## src/verilog/cfs_cfg.svh

```systemverilog
// Constants of the codec serial port front end.
`ifndef CFS_CFG_SVH
`define CFS_CFG_SVH
`define CFS_WORD_W      16
`define CFS_FLAG_BIT    15
`define CFS_READ_BIT    14
`define CFS_ADDR_HI     10
`define CFS_ADDR_LO     8
`define CFS_CREG_W      8
`define CFS_NUM_CREG    5
`define CFS_CREG_RST    8'h00
`define CFS_SAMPLE_DIV  256
`define CFS_MCLK_DIV    1
`define CFS_SCLK_DIV    8
`endif

```

## src/verilog/cfs_pkg.sv

```systemverilog
// Types shared by the codec serial port front end.
package cfs_pkg;
  typedef enum logic [1:0] {CFS_TX_IDLE, CFS_TX_FSYNC, CFS_TX_SHIFT} cfs_tx_state_t;
  typedef enum logic {CFS_RX_IDLE, CFS_RX_SHIFT} cfs_rx_state_t;
endpackage : cfs_pkg

```

## src/verilog/cfs_clkdiv.sv

```systemverilog
// Device clock tick and serial bit clock divider.
`include "cfs_cfg.svh"
module cfs_clkdiv #(
  parameter int MCLK_DIV = `CFS_MCLK_DIV,
  parameter int SCLK_DIV = `CFS_SCLK_DIV
) (
  input  wire logic clk,
  input  wire logic reset_n,
  input  wire logic run,
  output logic      dev_tick,
  output logic      sclk,
  output logic      sclk_rise,
  output logic      sclk_fall
);
  localparam int HALF = SCLK_DIV / 2;
  localparam int MW   = $clog2(MCLK_DIV + 1);
  localparam int HW   = $clog2(HALF + 1);
  localparam int HIGH_CLKS = MCLK_DIV * HALF;

  logic [MW-1:0] mcnt;
  logic [MW-1:0] next_mcnt;
  logic          next_dev_tick;
  logic [HW-1:0] hcnt;
  logic [HW-1:0] next_hcnt;
  logic          next_sclk;
  logic          next_sclk_rise;
  logic          next_sclk_fall;
  logic [15:0]   high_len;

  always_comb
  begin
    next_mcnt      = mcnt;
    next_dev_tick  = 1'b0;
    next_hcnt      = hcnt;
    next_sclk      = sclk;
    next_sclk_rise = 1'b0;
    next_sclk_fall = 1'b0;
    if (mcnt == MW'(MCLK_DIV - 1))
    begin
      next_mcnt     = '0;
      next_dev_tick = 1'b1;
    end
    else
    begin
      next_mcnt = mcnt + 1'b1;
    end
    if (!run && !sclk)
    begin
      next_hcnt = '0;
    end
    else if (dev_tick)
    begin
      if (hcnt == HW'(HALF - 1))
      begin
        next_hcnt      = '0;
        next_sclk      = !sclk;
        next_sclk_rise = !sclk;
        next_sclk_fall = sclk;
      end
      else
      begin
        next_hcnt = hcnt + 1'b1;
      end
    end
    if (!reset_n)
    begin
      next_mcnt      = '0;
      next_dev_tick  = 1'b0;
      next_hcnt      = '0;
      next_sclk      = 1'b0;
      next_sclk_rise = 1'b0;
      next_sclk_fall = 1'b0;
    end
  end

  always_ff @(posedge clk)
  begin
    mcnt      <= next_mcnt;
    dev_tick  <= next_dev_tick;
    hcnt      <= next_hcnt;
    sclk      <= next_sclk;
    sclk_rise <= next_sclk_rise;
    sclk_fall <= next_sclk_fall;
  end

  always_ff @(posedge clk)
  begin
    high_len <= (sclk && reset_n) ? high_len + 16'h0001 : 16'h0000;
  end
endmodule : cfs_clkdiv

```

## src/verilog/cfs_frontend.sv

```systemverilog
// Serial port and clocking front end of a voiceband codec.
// Function
// - Low reset clears registers and all logic.
// - Bit clock comes from master clock via both dividers.
// - Output bits change on bit clock rise.
// - Data output floats when idle or disabled.
// - Output sync pulses one bit before MSB.
// - Output sync floats while port disabled.
// - Input sync sampled on falling edge.
// - Input data bits sampled on falling edge.
// - Disabled port ignores data and sync inputs.
// - Disable floats outputs and stops bit clock.
// - Re-enable keeps registers, restarts timing counters.
// - Device clock is divided master clock.
// - Sample rate is device clock over 256.
// - Five eight-bit read/write control registers.
// - Loop-back wiring makes input and output simultaneous.
// - Sixteen-bit words, one control/data flag bit.
// - Samples are two's complement.
// - Missing new sample reuses previous one.
`include "cfs_cfg.svh"
module cfs_frontend #(
  parameter int MCLK_DIV = `CFS_MCLK_DIV,
  parameter int SCLK_DIV = `CFS_SCLK_DIV
) (
  input  wire logic                                clk,
  input  wire logic                                reset_n,
  input  wire logic                                port_enable,
  input  wire logic                                serial_data_in,
  input  wire logic                                input_frame_sync,
  output logic                                     serial_clock,
  output logic                                     serial_data_out,
  output logic                                     serial_data_out_oe,
  output logic                                     output_frame_sync,
  output logic                                     output_frame_sync_oe,
  input  wire logic [`CFS_WORD_W-2:0]              adc_sample,
  output logic                                     sample_tick,
  output logic      [`CFS_WORD_W-1:0]              dac_sample,
  output logic      [`CFS_NUM_CREG*`CFS_CREG_W-1:0] control_regs
);
  import cfs_pkg::*;

  localparam int W   = `CFS_WORD_W;
  localparam int CW  = `CFS_CREG_W;
  localparam int NR  = `CFS_NUM_CREG;
  localparam int SW  = $clog2(`CFS_SAMPLE_DIV);
  localparam int GAP = `CFS_SAMPLE_DIV * MCLK_DIV;

  logic [2:0]          pins_s;
  logic                port_en;
  logic                sdi_s;
  logic                ifs_s;
  logic                dev_tick;
  logic                rise;
  logic                fall;
  logic [SW-1:0]       scnt;
  logic [SW-1:0]       next_scnt;
  logic                next_sample_tick;
  cfs_tx_state_t       tx_state;
  cfs_tx_state_t       next_tx_state;
  logic [3:0]          tx_cnt;
  logic [3:0]          next_tx_cnt;
  logic [W-1:0]        tx_word;
  logic [W-1:0]        next_tx_word;
  logic                tx_pending;
  logic                next_tx_pending;
  logic                next_serial_data_out;
  logic                next_output_frame_sync;
  cfs_rx_state_t       rx_state;
  cfs_rx_state_t       next_rx_state;
  logic [3:0]          rx_cnt;
  logic [3:0]          next_rx_cnt;
  logic [W-1:0]        rx_shift;
  logic [W-1:0]        next_rx_shift;
  logic [W-1:0]        rx_hold;
  logic [W-1:0]        next_rx_hold;
  logic                rx_fresh;
  logic                next_rx_fresh;
  logic [W-1:0]        next_dac_sample;
  logic [NR*CW-1:0]    next_control_regs;
  logic                rb_pending;
  logic                next_rb_pending;
  logic [W-1:0]        rb_word;
  logic [W-1:0]        next_rb_word;
  logic [W-1:0]        rx_word;
  logic [2:0]          rx_addr;
  logic [15:0]         gap_cnt;
  logic                gap_seen;

  function automatic logic addr_ok(input logic [2:0] a);
    addr_ok = (a < 3'(NR));
  endfunction : addr_ok

  cfs_sync #(
    .W(3)
  ) u_sync (
    .clk    (clk),
    .reset_n(reset_n),
    .din    ({port_enable, serial_data_in, input_frame_sync}),
    .dout   (pins_s)
  );
  assign port_en = pins_s[2];
  assign sdi_s   = pins_s[1];
  assign ifs_s   = pins_s[0];

  cfs_clkdiv #(
    .MCLK_DIV(MCLK_DIV),
    .SCLK_DIV(SCLK_DIV)
  ) u_clkdiv (
    .clk      (clk),
    .reset_n  (reset_n),
    .run      (port_en),
    .dev_tick (dev_tick),
    .sclk     (serial_clock),
    .sclk_rise(rise),
    .sclk_fall(fall)
  );

  // float unless a word is shifting
  assign serial_data_out_oe   = port_en && (tx_state == CFS_TX_SHIFT);
  assign output_frame_sync_oe = port_en;
  assign rx_word = {rx_shift[W-2:0], sdi_s};
  assign rx_addr = rx_word[`CFS_ADDR_HI:`CFS_ADDR_LO];

  always_comb
  begin
    next_scnt              = scnt;
    next_sample_tick       = 1'b0;
    next_tx_state          = tx_state;
    next_tx_cnt            = tx_cnt;
    next_tx_word           = tx_word;
    next_tx_pending        = tx_pending;
    next_serial_data_out   = serial_data_out;
    next_output_frame_sync = output_frame_sync;
    next_rx_state          = rx_state;
    next_rx_cnt            = rx_cnt;
    next_rx_shift          = rx_shift;
    next_rx_hold           = rx_hold;
    next_rx_fresh          = rx_fresh;
    next_dac_sample        = dac_sample;
    next_control_regs      = control_regs;
    next_rb_pending        = rb_pending;
    next_rb_word           = rb_word;
    if (dev_tick)
    begin
      next_scnt = scnt + 1'b1;
      if (scnt == SW'(`CFS_SAMPLE_DIV - 1))
      begin
        next_sample_tick = 1'b1;
      end
    end
    if (sample_tick)
    begin
      next_dac_sample = rx_hold;
      next_rx_fresh   = 1'b0;
      next_tx_pending = 1'b1;
      if (rb_pending)
      begin
        next_tx_word    = rb_word;
        next_rb_pending = 1'b0;
      end
      else
      begin
        next_tx_word = {1'b0, adc_sample};
      end
    end
    if (rise)
    begin
      unique case (tx_state)
        CFS_TX_IDLE:
        begin
          if (tx_pending && !sample_tick)
          begin
            next_output_frame_sync = 1'b1;
            next_tx_state          = CFS_TX_FSYNC;
            next_tx_pending        = 1'b0;
          end
        end
        CFS_TX_FSYNC:
        begin
          next_output_frame_sync = 1'b0;
          next_serial_data_out   = tx_word[W-1];
          next_tx_cnt            = '0;
          next_tx_state          = CFS_TX_SHIFT;
        end
        CFS_TX_SHIFT:
        begin
          if (tx_cnt == 4'hf)
          begin
            next_tx_state = CFS_TX_IDLE;
          end
          else
          begin
            next_serial_data_out = tx_word[4'(W - 2) - tx_cnt];
            next_tx_cnt          = tx_cnt + 1'b1;
          end
        end
      endcase
    end
    if (fall)
    begin
      unique case (rx_state)
        CFS_RX_IDLE:
        begin
          // input sync seen on falling edge
          if (ifs_s)
          begin
            next_rx_state = CFS_RX_SHIFT;
            next_rx_cnt   = '0;
          end
        end
        CFS_RX_SHIFT:
        begin
          next_rx_shift = rx_word;
          next_rx_cnt   = rx_cnt + 1'b1;
          if (rx_cnt == 4'hf)
          begin
            next_rx_state = CFS_RX_IDLE;
            if (!rx_word[`CFS_FLAG_BIT])
            begin
              next_rx_hold  = rx_word;
              next_rx_fresh = 1'b1;
            end
            else if (addr_ok(rx_addr) && rx_word[`CFS_READ_BIT])
            begin
              next_rb_pending = 1'b1;
              next_rb_word    = {rx_word[W-1:CW], control_regs[rx_addr*CW +: CW]};
            end
            else if (addr_ok(rx_addr))
            begin
              next_control_regs[rx_addr*CW +: CW] = rx_word[CW-1:0];
            end
          end
        end
      endcase
    end
    if (!port_en)
    begin
      next_scnt              = '0;
      next_sample_tick       = 1'b0;
      next_tx_state          = CFS_TX_IDLE;
      next_tx_cnt            = '0;
      next_tx_pending        = 1'b0;
      next_output_frame_sync = 1'b0;
      next_rx_state          = CFS_RX_IDLE;
      next_rx_cnt            = '0;
      next_rx_fresh          = 1'b0;
    end
    if (!reset_n)
    begin
      next_scnt              = '0;
      next_sample_tick       = 1'b0;
      next_tx_state          = CFS_TX_IDLE;
      next_tx_cnt            = '0;
      next_tx_word           = '0;
      next_tx_pending        = 1'b0;
      next_serial_data_out   = 1'b0;
      next_output_frame_sync = 1'b0;
      next_rx_state          = CFS_RX_IDLE;
      next_rx_cnt            = '0;
      next_rx_shift          = '0;
      next_rx_hold           = '0;
      next_rx_fresh          = 1'b0;
      next_dac_sample        = '0;
      next_control_regs      = {NR{`CFS_CREG_RST}};
      next_rb_pending        = 1'b0;
      next_rb_word           = '0;
    end
  end

  always_ff @(posedge clk)
  begin
    scnt              <= next_scnt;
    sample_tick       <= next_sample_tick;
    tx_state          <= next_tx_state;
    tx_cnt            <= next_tx_cnt;
    tx_word           <= next_tx_word;
    tx_pending        <= next_tx_pending;
    serial_data_out   <= next_serial_data_out;
    output_frame_sync <= next_output_frame_sync;
    rx_state          <= next_rx_state;
    rx_cnt            <= next_rx_cnt;
    rx_shift          <= next_rx_shift;
    rx_hold           <= next_rx_hold;
    rx_fresh          <= next_rx_fresh;
    dac_sample        <= next_dac_sample;
    control_regs      <= next_control_regs;
    rb_pending        <= next_rb_pending;
    rb_word           <= next_rb_word;
  end

  // Helper timing of the gap between sample strobes.
  always_ff @(posedge clk)
  begin
    if (!reset_n || !port_en)
    begin
      gap_cnt  <= 16'h0000;
      gap_seen <= 1'b0;
    end
    else if (sample_tick)
    begin
      gap_cnt  <= 16'h0000;
      gap_seen <= 1'b1;
    end
    else
    begin
      gap_cnt <= gap_cnt + 16'h0001;
    end
  end
endmodule : cfs_frontend

```

## src/verilog/cfs_sync.sv

```systemverilog
// Two-stage synchroniser for pin inputs.
module cfs_sync #(
  parameter int W = 1
) (
  input  wire logic         clk,
  input  wire logic         reset_n,
  input  wire logic [W-1:0] din,
  output logic      [W-1:0] dout
);
  logic [W-1:0] stage1;
  logic [W-1:0] next_stage1;
  logic [W-1:0] next_dout;

  // The first stage feeds only the second stage.
  always_comb
  begin
    next_stage1 = reset_n ? din : '0;
    next_dout   = reset_n ? stage1 : '0;
  end

  always_ff @(posedge clk)
  begin
    stage1 <= next_stage1;
    dout   <= next_dout;
  end
endmodule : cfs_sync
```

## config.mk

```make
export PLATFORM = sky130hd
export DESIGN_NAME = cfs_frontend
export DESIGN_NICKNAME = d
export VERILOG_FILES = /design/src/verilog/cfs_pkg.sv /design/src/verilog/cfs_clkdiv.sv /design/src/verilog/cfs_frontend.sv /design/src/verilog/cfs_sync.sv
export VERILOG_INCLUDE_DIRS = /design/src /design/src/verilog
export SDC_FILE = /design/constraint.sdc
export NUM_CORES = 1
export LEC_CHECK = 0
export CAP_MARGIN = 30
export CORE_AREA = 8 8 158 160
export CTS_CLUSTER_SIZE = 14
export DETAILED_ROUTE_END_ITERATION = 10
export DIE_AREA = 0 0 166 168
export DONT_BUFFER_PORTS = 1
export PLACE_DENSITY = 0.54
export SLEW_MARGIN = 20
export SYNTH_ARGS = -nofsm -noshare
export SYNTH_HDL_FRONTEND = slang
export SYNTH_SLANG_ARGS = --single-unit
```

## constraint.sdc

```tcl
create_clock -name clk -period 3.2 [get_ports clk]
set_input_delay 0.48 -clock clk [delete_from_list [all_inputs] [get_ports clk]]
set_output_delay 0.48 -clock clk [all_outputs]
set_load 0.02 [all_outputs]
```

==> flow_metrics.tcl, run 1 <==
set metrics [dict create \
    cts_tree "done" \
    syn2layout_area_growth_pct 11.2 \
    clockBufferDepth 2 \
    power.switching_uw 847 \
    status "complete, no violations" \
    critical_path_class "reg -> reg" \
    placed_area_sq_um 6810 \
    diodes 0 \
    grt_overflow_total 0 \
    p_per_area_nw_per_um2 526 \
    path_clk_slew_ps 60 \
    row_count 55 \
    grt_pass1_wl_mm 28.3 \
    clock_latency_ps 420 \
    max-cap-violations 0 \
    ys_types 51 \
    globalplace.congestion 0.838 \
    synthArstFlopShare_pct 0 \
    stdcell_count 992 \
    power_uw 3880 \
    post-route-period-util_pct 69.0 \
    fin_crit_ps 2210 \
    slew_viol_final 0 \
    p_leak_uw 0.00240 \
    fin_area_sq_um 7370 \
    final_hold_viol_count 0 \
    antenna_found_initial 0 \
    startpoint_type "flop" \
    hpwlAfterDp_mm 12.3 \
    viasPerCell 4.98 \
    pre_cts_slack_ps 1020 \
    core_area_sq_um 22400 \
    r2r-start "rx_shift[9]$_SDFFE_PN0P_" \
    synthCells 721 \
    grt_max_degree 59 \
    max_freq_mhz 453 \
    cts.htree.levels 4 \
    cp-end-kind "flop" \
    ctsHoldBuffers 0 \
    maxSlewHeadroom_pct 48.9 \
    tns_ps 0 \
    setup_viol 0 \
    port_buffers 0 \
    ant_nets 0 \
    hold_depth 1 \
    synth_edf_count 0 \
    ctsResizeCount 0 \
    cp_slowest_cell "dfxtp_1" \
    clock_sinks 155 \
    p_int_uw 3030 \
    cts_setup_buffers 0 \
    ys_seq_area_share_pct 46.8 \
    p_sw_share_pct 21.8 \
    initial_core_util_pct 29.6 \
    hold_start "serial_data_in" \
    drc 0 \
    ir_worst_vdd_uv 273 \
    critPathRequiredTime_ps 3480 \
    synth_seq_cells 155 \
    power_frac_seq_pct 50.1 \
    clockPowerShare_pct 48.9 \
    die_area_sq_um 27900 \
    first_iter_violations 332 \
    rsz0062_at_grt "no" \
    wl_mm 17.9 \
    tightest_slew_ps 761 \
    dp.cells 960 \
    route.vias.total 4943 \
    grt_pass1_vias 4712 \
    dieHeight_um 168 \
    die_x_um 166 \
    skew_ps 11.2 \
    cp_slowest_stage_delay_ps 500 \
    nets 729 \
    ys.flop_type "dfxtp_1" \
    synth_area_sq_um 6630 \
    worstPathArrival_ps 2490 \
    firstDrtPassIters 5 \
    pin_count 82 \
    crit_chain "inv_2 > ha_1 > and4_1 > nand3_2 > mux2i_1" \
    drive_gt1_share_pct 10.0 \
    critPathMaxFanout 11 \
    combPwrFrac_pct 1.0 \
    crit_start "rx_shift[9]$_SDFFE_PN0P_" \
    cts_root_buffer "clkbuf_16" \
    syn_area_per_cell_sq_um 9.19 \
    hold_class "in -> reg" \
    num-fill-cells 2292 \
    yosys_warnings 0 \
    grt_usage_pct 12.8 \
    setup_slack_ps 991 \
    wire_per_inst_um 18.0 \
    reg2regPathDepth 5 \
    numCtsBuffers 17 \
]
==> metrics by stage <==
step,util [%],hold slack [ps]
final,33.0,195
after global routing,33.0,178
after CTS,32.9,167
after detailed placement,30.5,369
after global placement,30.5,365
after floorplan,-,363
==> worst max-delay path, delay by kind of cell (launching register included) <==
kind          cells  cell delay, ps
simple gates      2             850
buf+inv           1             150
fa+ha+maj         1             370
flops             1             500
mux               1             210
==> registers in the layout (all words and copies together), names as in the netlist, 2 cells and up <==
signal         cells
u_sync.dout        3
rx_shift          15
rx_hold           15
u_sync.stage1      3
dac_sample        15
tx_cnt             4
control_regs      40
u_clkdiv.hcnt      3
scnt               8
tx_state           2
rb_word           16
tx_word           16
rx_cnt             4
==> cells by family (layout without fill, tap and decap cells) <==
family / after synthesis / after routing / share of synthesized area (%)
buffers and inverters: 69 / 54 / 4.64
xor gates and xnor gates: 9 / 9 / 1.19
other: 1 / 2 / 0.0566
DFF: 155 / 155 / 46.8
AOI/OAI and AO/OA: 126 / 126 / 11.8
muxes: 76 / 76 / 13.8
adders and majority gates: 13 / 13 / 2.45
and+or+nand+nor: 272 / 272 / 19.3
==> synth_stat cells, types with 8 or more instances <==
cell type / instances / area share, %
mux4_2: 12 / 4.1
buf_2: 8 / 0.60
dfxtp_1: 155 / 47
inv_1: 11 / 0.62
ha_1: 13 / 2.5
buf_4: 8 / 0.91
nor2_1: 70 / 4.0
o21ai_0: 23 / 1.7
clkbuf_1: 31 / 1.8
mux2i_1: 62 / 9.4
nand4_1: 14 / 1.3
nand3_1: 42 / 3.2
nand2_1: 98 / 5.5
and2_1: 9 / 0.85
a21oi_1: 61 / 4.6
a22oi_1: 9 / 1.0
a211oi_2: 8 / 1.5
a211oi_1: 17 / 1.9
==> placed cells by master, fill, tap and decap left out, types with 4 or more instances in the layout <==
master     synthesis  layout
a211oi_1          17      17
a211oi_2           8       8
a21oi_1           61      61
a22oi_1            9       9
and2_1             9       9
and3_1             7       7
buf_4              8       8
clkbuf_16          0      17
dfxtp_1          155     154
ha_1              13      13
inv_1             11      11
mux2i_1           62      62
mux4_2            12      12
nand2_1           98      98
nand2b_1           4       4
nand3_1           42      42
nand3_2            4       4
nand4_1           14      14
nor2_1            70      70
nor3_1             5       5
o21ai_0           23      23
xnor2_1            5       5
xor2_1             4       4
==> worst paths after layout <==
check                                  endpoint  slack, ps
setup reg to reg  control_regs[18]$_SDFFE_PN0P_        990
setup / recovery  control_regs[18]$_SDFFE_PN0P_        990
hold reg to reg    u_clkdiv.dev_tick$_SDFF_PN0_        380
hold / removal      u_sync.stage1[1]$_SDFF_PN0_        190
==> final cells by class <==
type                       count  area (sq um)  area share (%)
clock buffer                  20           447            6.06
clock inverter                10          93.8            1.27
inverter                      13          48.8           0.662
multi-input combinational    498          3220            43.7
sequential                   155          3100            42.1
tap                          285           357            4.84
timing repair buffer          11           100            1.36
==> metal layers <==
metal | wire, um | track usage [%]
met5 | 0 | 0
met1 | 8670 | 17.2
met3 | 1130 | 4.51
met4 | 114 | 3.04
met2 | 7990 | 19.4
==> power groups by stage <==
stage / clock network, uW / registers (uW) / logic (uW)
finish: 1900 / 1940 / 40.2
global route: 2030 / 1940 / 44.9
CTS: 1940 / 1940 / 40.8
detailed placement: 0 / 1980 / 40.6
global placement: 0 / 1980 / 40.6
floorplan: 0 / 1980 / 41.5
No activity file was read; power rests on OpenSTA's default activity.
==> run 2, diff against run 1 <==
- PLACE_DENSITY: 0.54 -> 0.56
- clock period: 3.2 -> 2 ns (I/O delays scaled with it)
==> flow_metrics.tcl, run 2 (synthesis results as in run 1) <==
set metrics [dict create \
    path_clk_slew_ps 60 \
    reg2regPathDepth 7 \
    p_per_area_nw_per_um2 855 \
    syn2layout_area_growth_pct 15.3 \
    largest_reg_flops 40 \
    hold_class "in -> reg" \
    rsz0062_at_grt "no" \
    ir_worst_vdd_uv 418 \
    globalplace.congestion 0.827 \
    setup_slack_ps 92.0 \
    groute.layer.met2.usage_pct 18.8 \
    critPathMaxFanout 8 \
    core_area_sq_um 22400 \
    grt_pass1_vias 4591 \
    p_sw_share_pct 21.4 \
    power_frac_seq_pct 47.5 \
    firstDrtPassIters 5 \
    cp_slowest_stage_delay_ps 380 \
    cts.htree.levels 4 \
    diodes 0 \
    hold_start "reset_n" \
    pin_count 82 \
    wire_per_inst_um 17.5 \
    worst-path-buf-inv 2 \
    critPathRequiredTime_ps 2310 \
    num-fill-cells 2243 \
    largest_registers "control_regs: 40 flops, rb_word: 16 flops, tx_word: 16 flops" \
    drc 0 \
    initial_core_util_pct 29.6 \
    combPwrFrac_pct 1.2 \
    grt_pass1_wl_mm 28.1 \
    die_area_sq_um 27900 \
    hold_depth 1 \
    cts_root_buffer "clkbuf_16" \
    antenna_found_initial 1 \
    grt_overflow_total 0 \
    route.vias.total 5035 \
    hpwlAfterDp_mm 12.2 \
    crit_chain "inv_1 > ha_1 > ha_2 > and4_4 > nand3_2 > buf_4 > mux2i_1" \
    skew_ps 8.55 \
    wl_mm 17.7 \
    post-route-period-util_pct 95.4 \
    dieHeight_um 168 \
    cp_top_family "adder cells" \
    cts_tree "done" \
    clock_latency_ps 420 \
    fin_util_pct 34.2 \
    rrSetupSlack_ps 90 \
    cp-end-kind "flop" \
    slew_viol_final 0 \
    nets 744 \
    ant_nets 0 \
    tightest_slew_ps 826 \
    first_iter_violations 390 \
    numCtsBuffers 17 \
    critical_path_class "reg -> reg" \
    cp_slowest_cell "dfxtp_1" \
    startpoint_type "flop" \
    final_hold_viol_count 0 \
    maxSlewHeadroom_pct 44.5 \
    viasPerCell 4.99 \
    register_area_sq_um 3100 \
    pre_cts_slack_ps 14.0 \
    row_count 55 \
    port_buffers 0 \
    worstPathArrival_ps 2210 \
    drive_gt1_share_pct 13.1 \
    met3_usage_pct 5.45 \
    min_to "u_sync.stage1[2]$_SDFF_PN0_" \
    grt_max_degree 59 \
    p_leak_uw 0.00254 \
    setup_viol 0 \
    die_x_um 166 \
    use_met1_pct 17.0 \
    max-cap-violations 0 \
    r2r-start "rx_shift[7]$_SDFFE_PN0P_" \
    grt_usage_pct 12.7 \
    clockPowerShare_pct 51.4 \
    multiInputGateArea_sq_um 3270 \
    final_cell_mix "154 x dfxtp_1, 98 x nand2_1, 69 x nor2_1" \
    p_int_uw 5140 \
    final_common_cell "dfxtp_1" \
    clock_sinks 155 \
    max_freq_mhz 524 \
    power.switching_uw 1400 \
    timing.rr.end "control_regs[26]$_SDFFE_PN0P_" \
    busiest_layer "met2" \
    status "complete, no violations" \
    clockBufferDepth 2 \
    fin_crit_ps 1910 \
    top_register "control_regs" \
]
==> run 2: cell types whose count changed in the layout (fill, tap and decap cells not counted), sizes merged <==
cell / change
buf: +12
clkinv: +2
bufinv: +2
inv: +1
clkinvlp: -3
dlygate4sd3: +3
==> run 2: through the flow <==
step	instance area, sq um	std cells	power (uW)	setup TNS (ps)	hold slack (ps)
floorplan	6640	722	3230	-1420	363
global placement	6950	974	3240	0	364
detailed placement	6950	974	3240	0	375
CTS	7590	1008	6620	0	0.301
global route	7640	1009	6780	0	2.36
finish	7640	1009	6540	0	27.1
==> run 2: final cells by class <==
class	count	area share (%)
repair buffers	26	3.31
clock inverters	12	2.13
flip-flops and latches	155	40.6
clock buffers	20	5.84
well taps	285	4.67
inverters	13	0.639
multi-input cells	498	42.8
==> run 2: how the worst max path moves through the flow <==
stage	from	endpoint	slack, ps	cells after the start
finish	rx_shift[7]$_SDFFE_PN0P_	control_regs[26]$_SDFFE_PN0P_	90	7
global route	rx_shift[7]$_SDFFE_PN0P_	control_regs[6]$_SDFFE_PN0P_	20	7
CTS	rx_shift[7]$_SDFFE_PN0P_	control_regs[10]$_SDFFE_PN0P_	30	6
detailed placement	rx_shift[7]$_SDFFE_PN0P_	control_regs[32]$_SDFFE_PN0P_	10	6
global placement	rx_shift[7]$_SDFFE_PN0P_	control_regs[39]$_SDFFE_PN0P_	60	6
floorplan	rx_shift[8]$_SDFFE_PN0P_	control_regs[32]$_SDFFE_PN0P_	-70	9
==> run 2: repair_timing <==
item,CTS,global route
buffers inserted,0,0
hold endpoints to repair,2,1
hold buffers,2,1
setup endpoints to repair,2,26
resized for setup,1,14
==> run 2: per-layer routing <==
layer / wire length, um / part of all wire, %
met2: 7860 / 45
met5: 0 / 0
met3: 1420 / 8.1
met4: 99 / 0.56
met1: 8270 / 47
==> run 2: power groups by stage <==
stage	clock, uW	sequential, uW	combinational [uW]
4_1_cts	3450	3100	75.5
6_report	3360	3100	76.0
3_3_place_gp	0	3170	72.0
5_1_grt	3590	3100	83.9
3_5_place_dp	0	3170	72.1
2_1_floorplan	0	3170	66.4
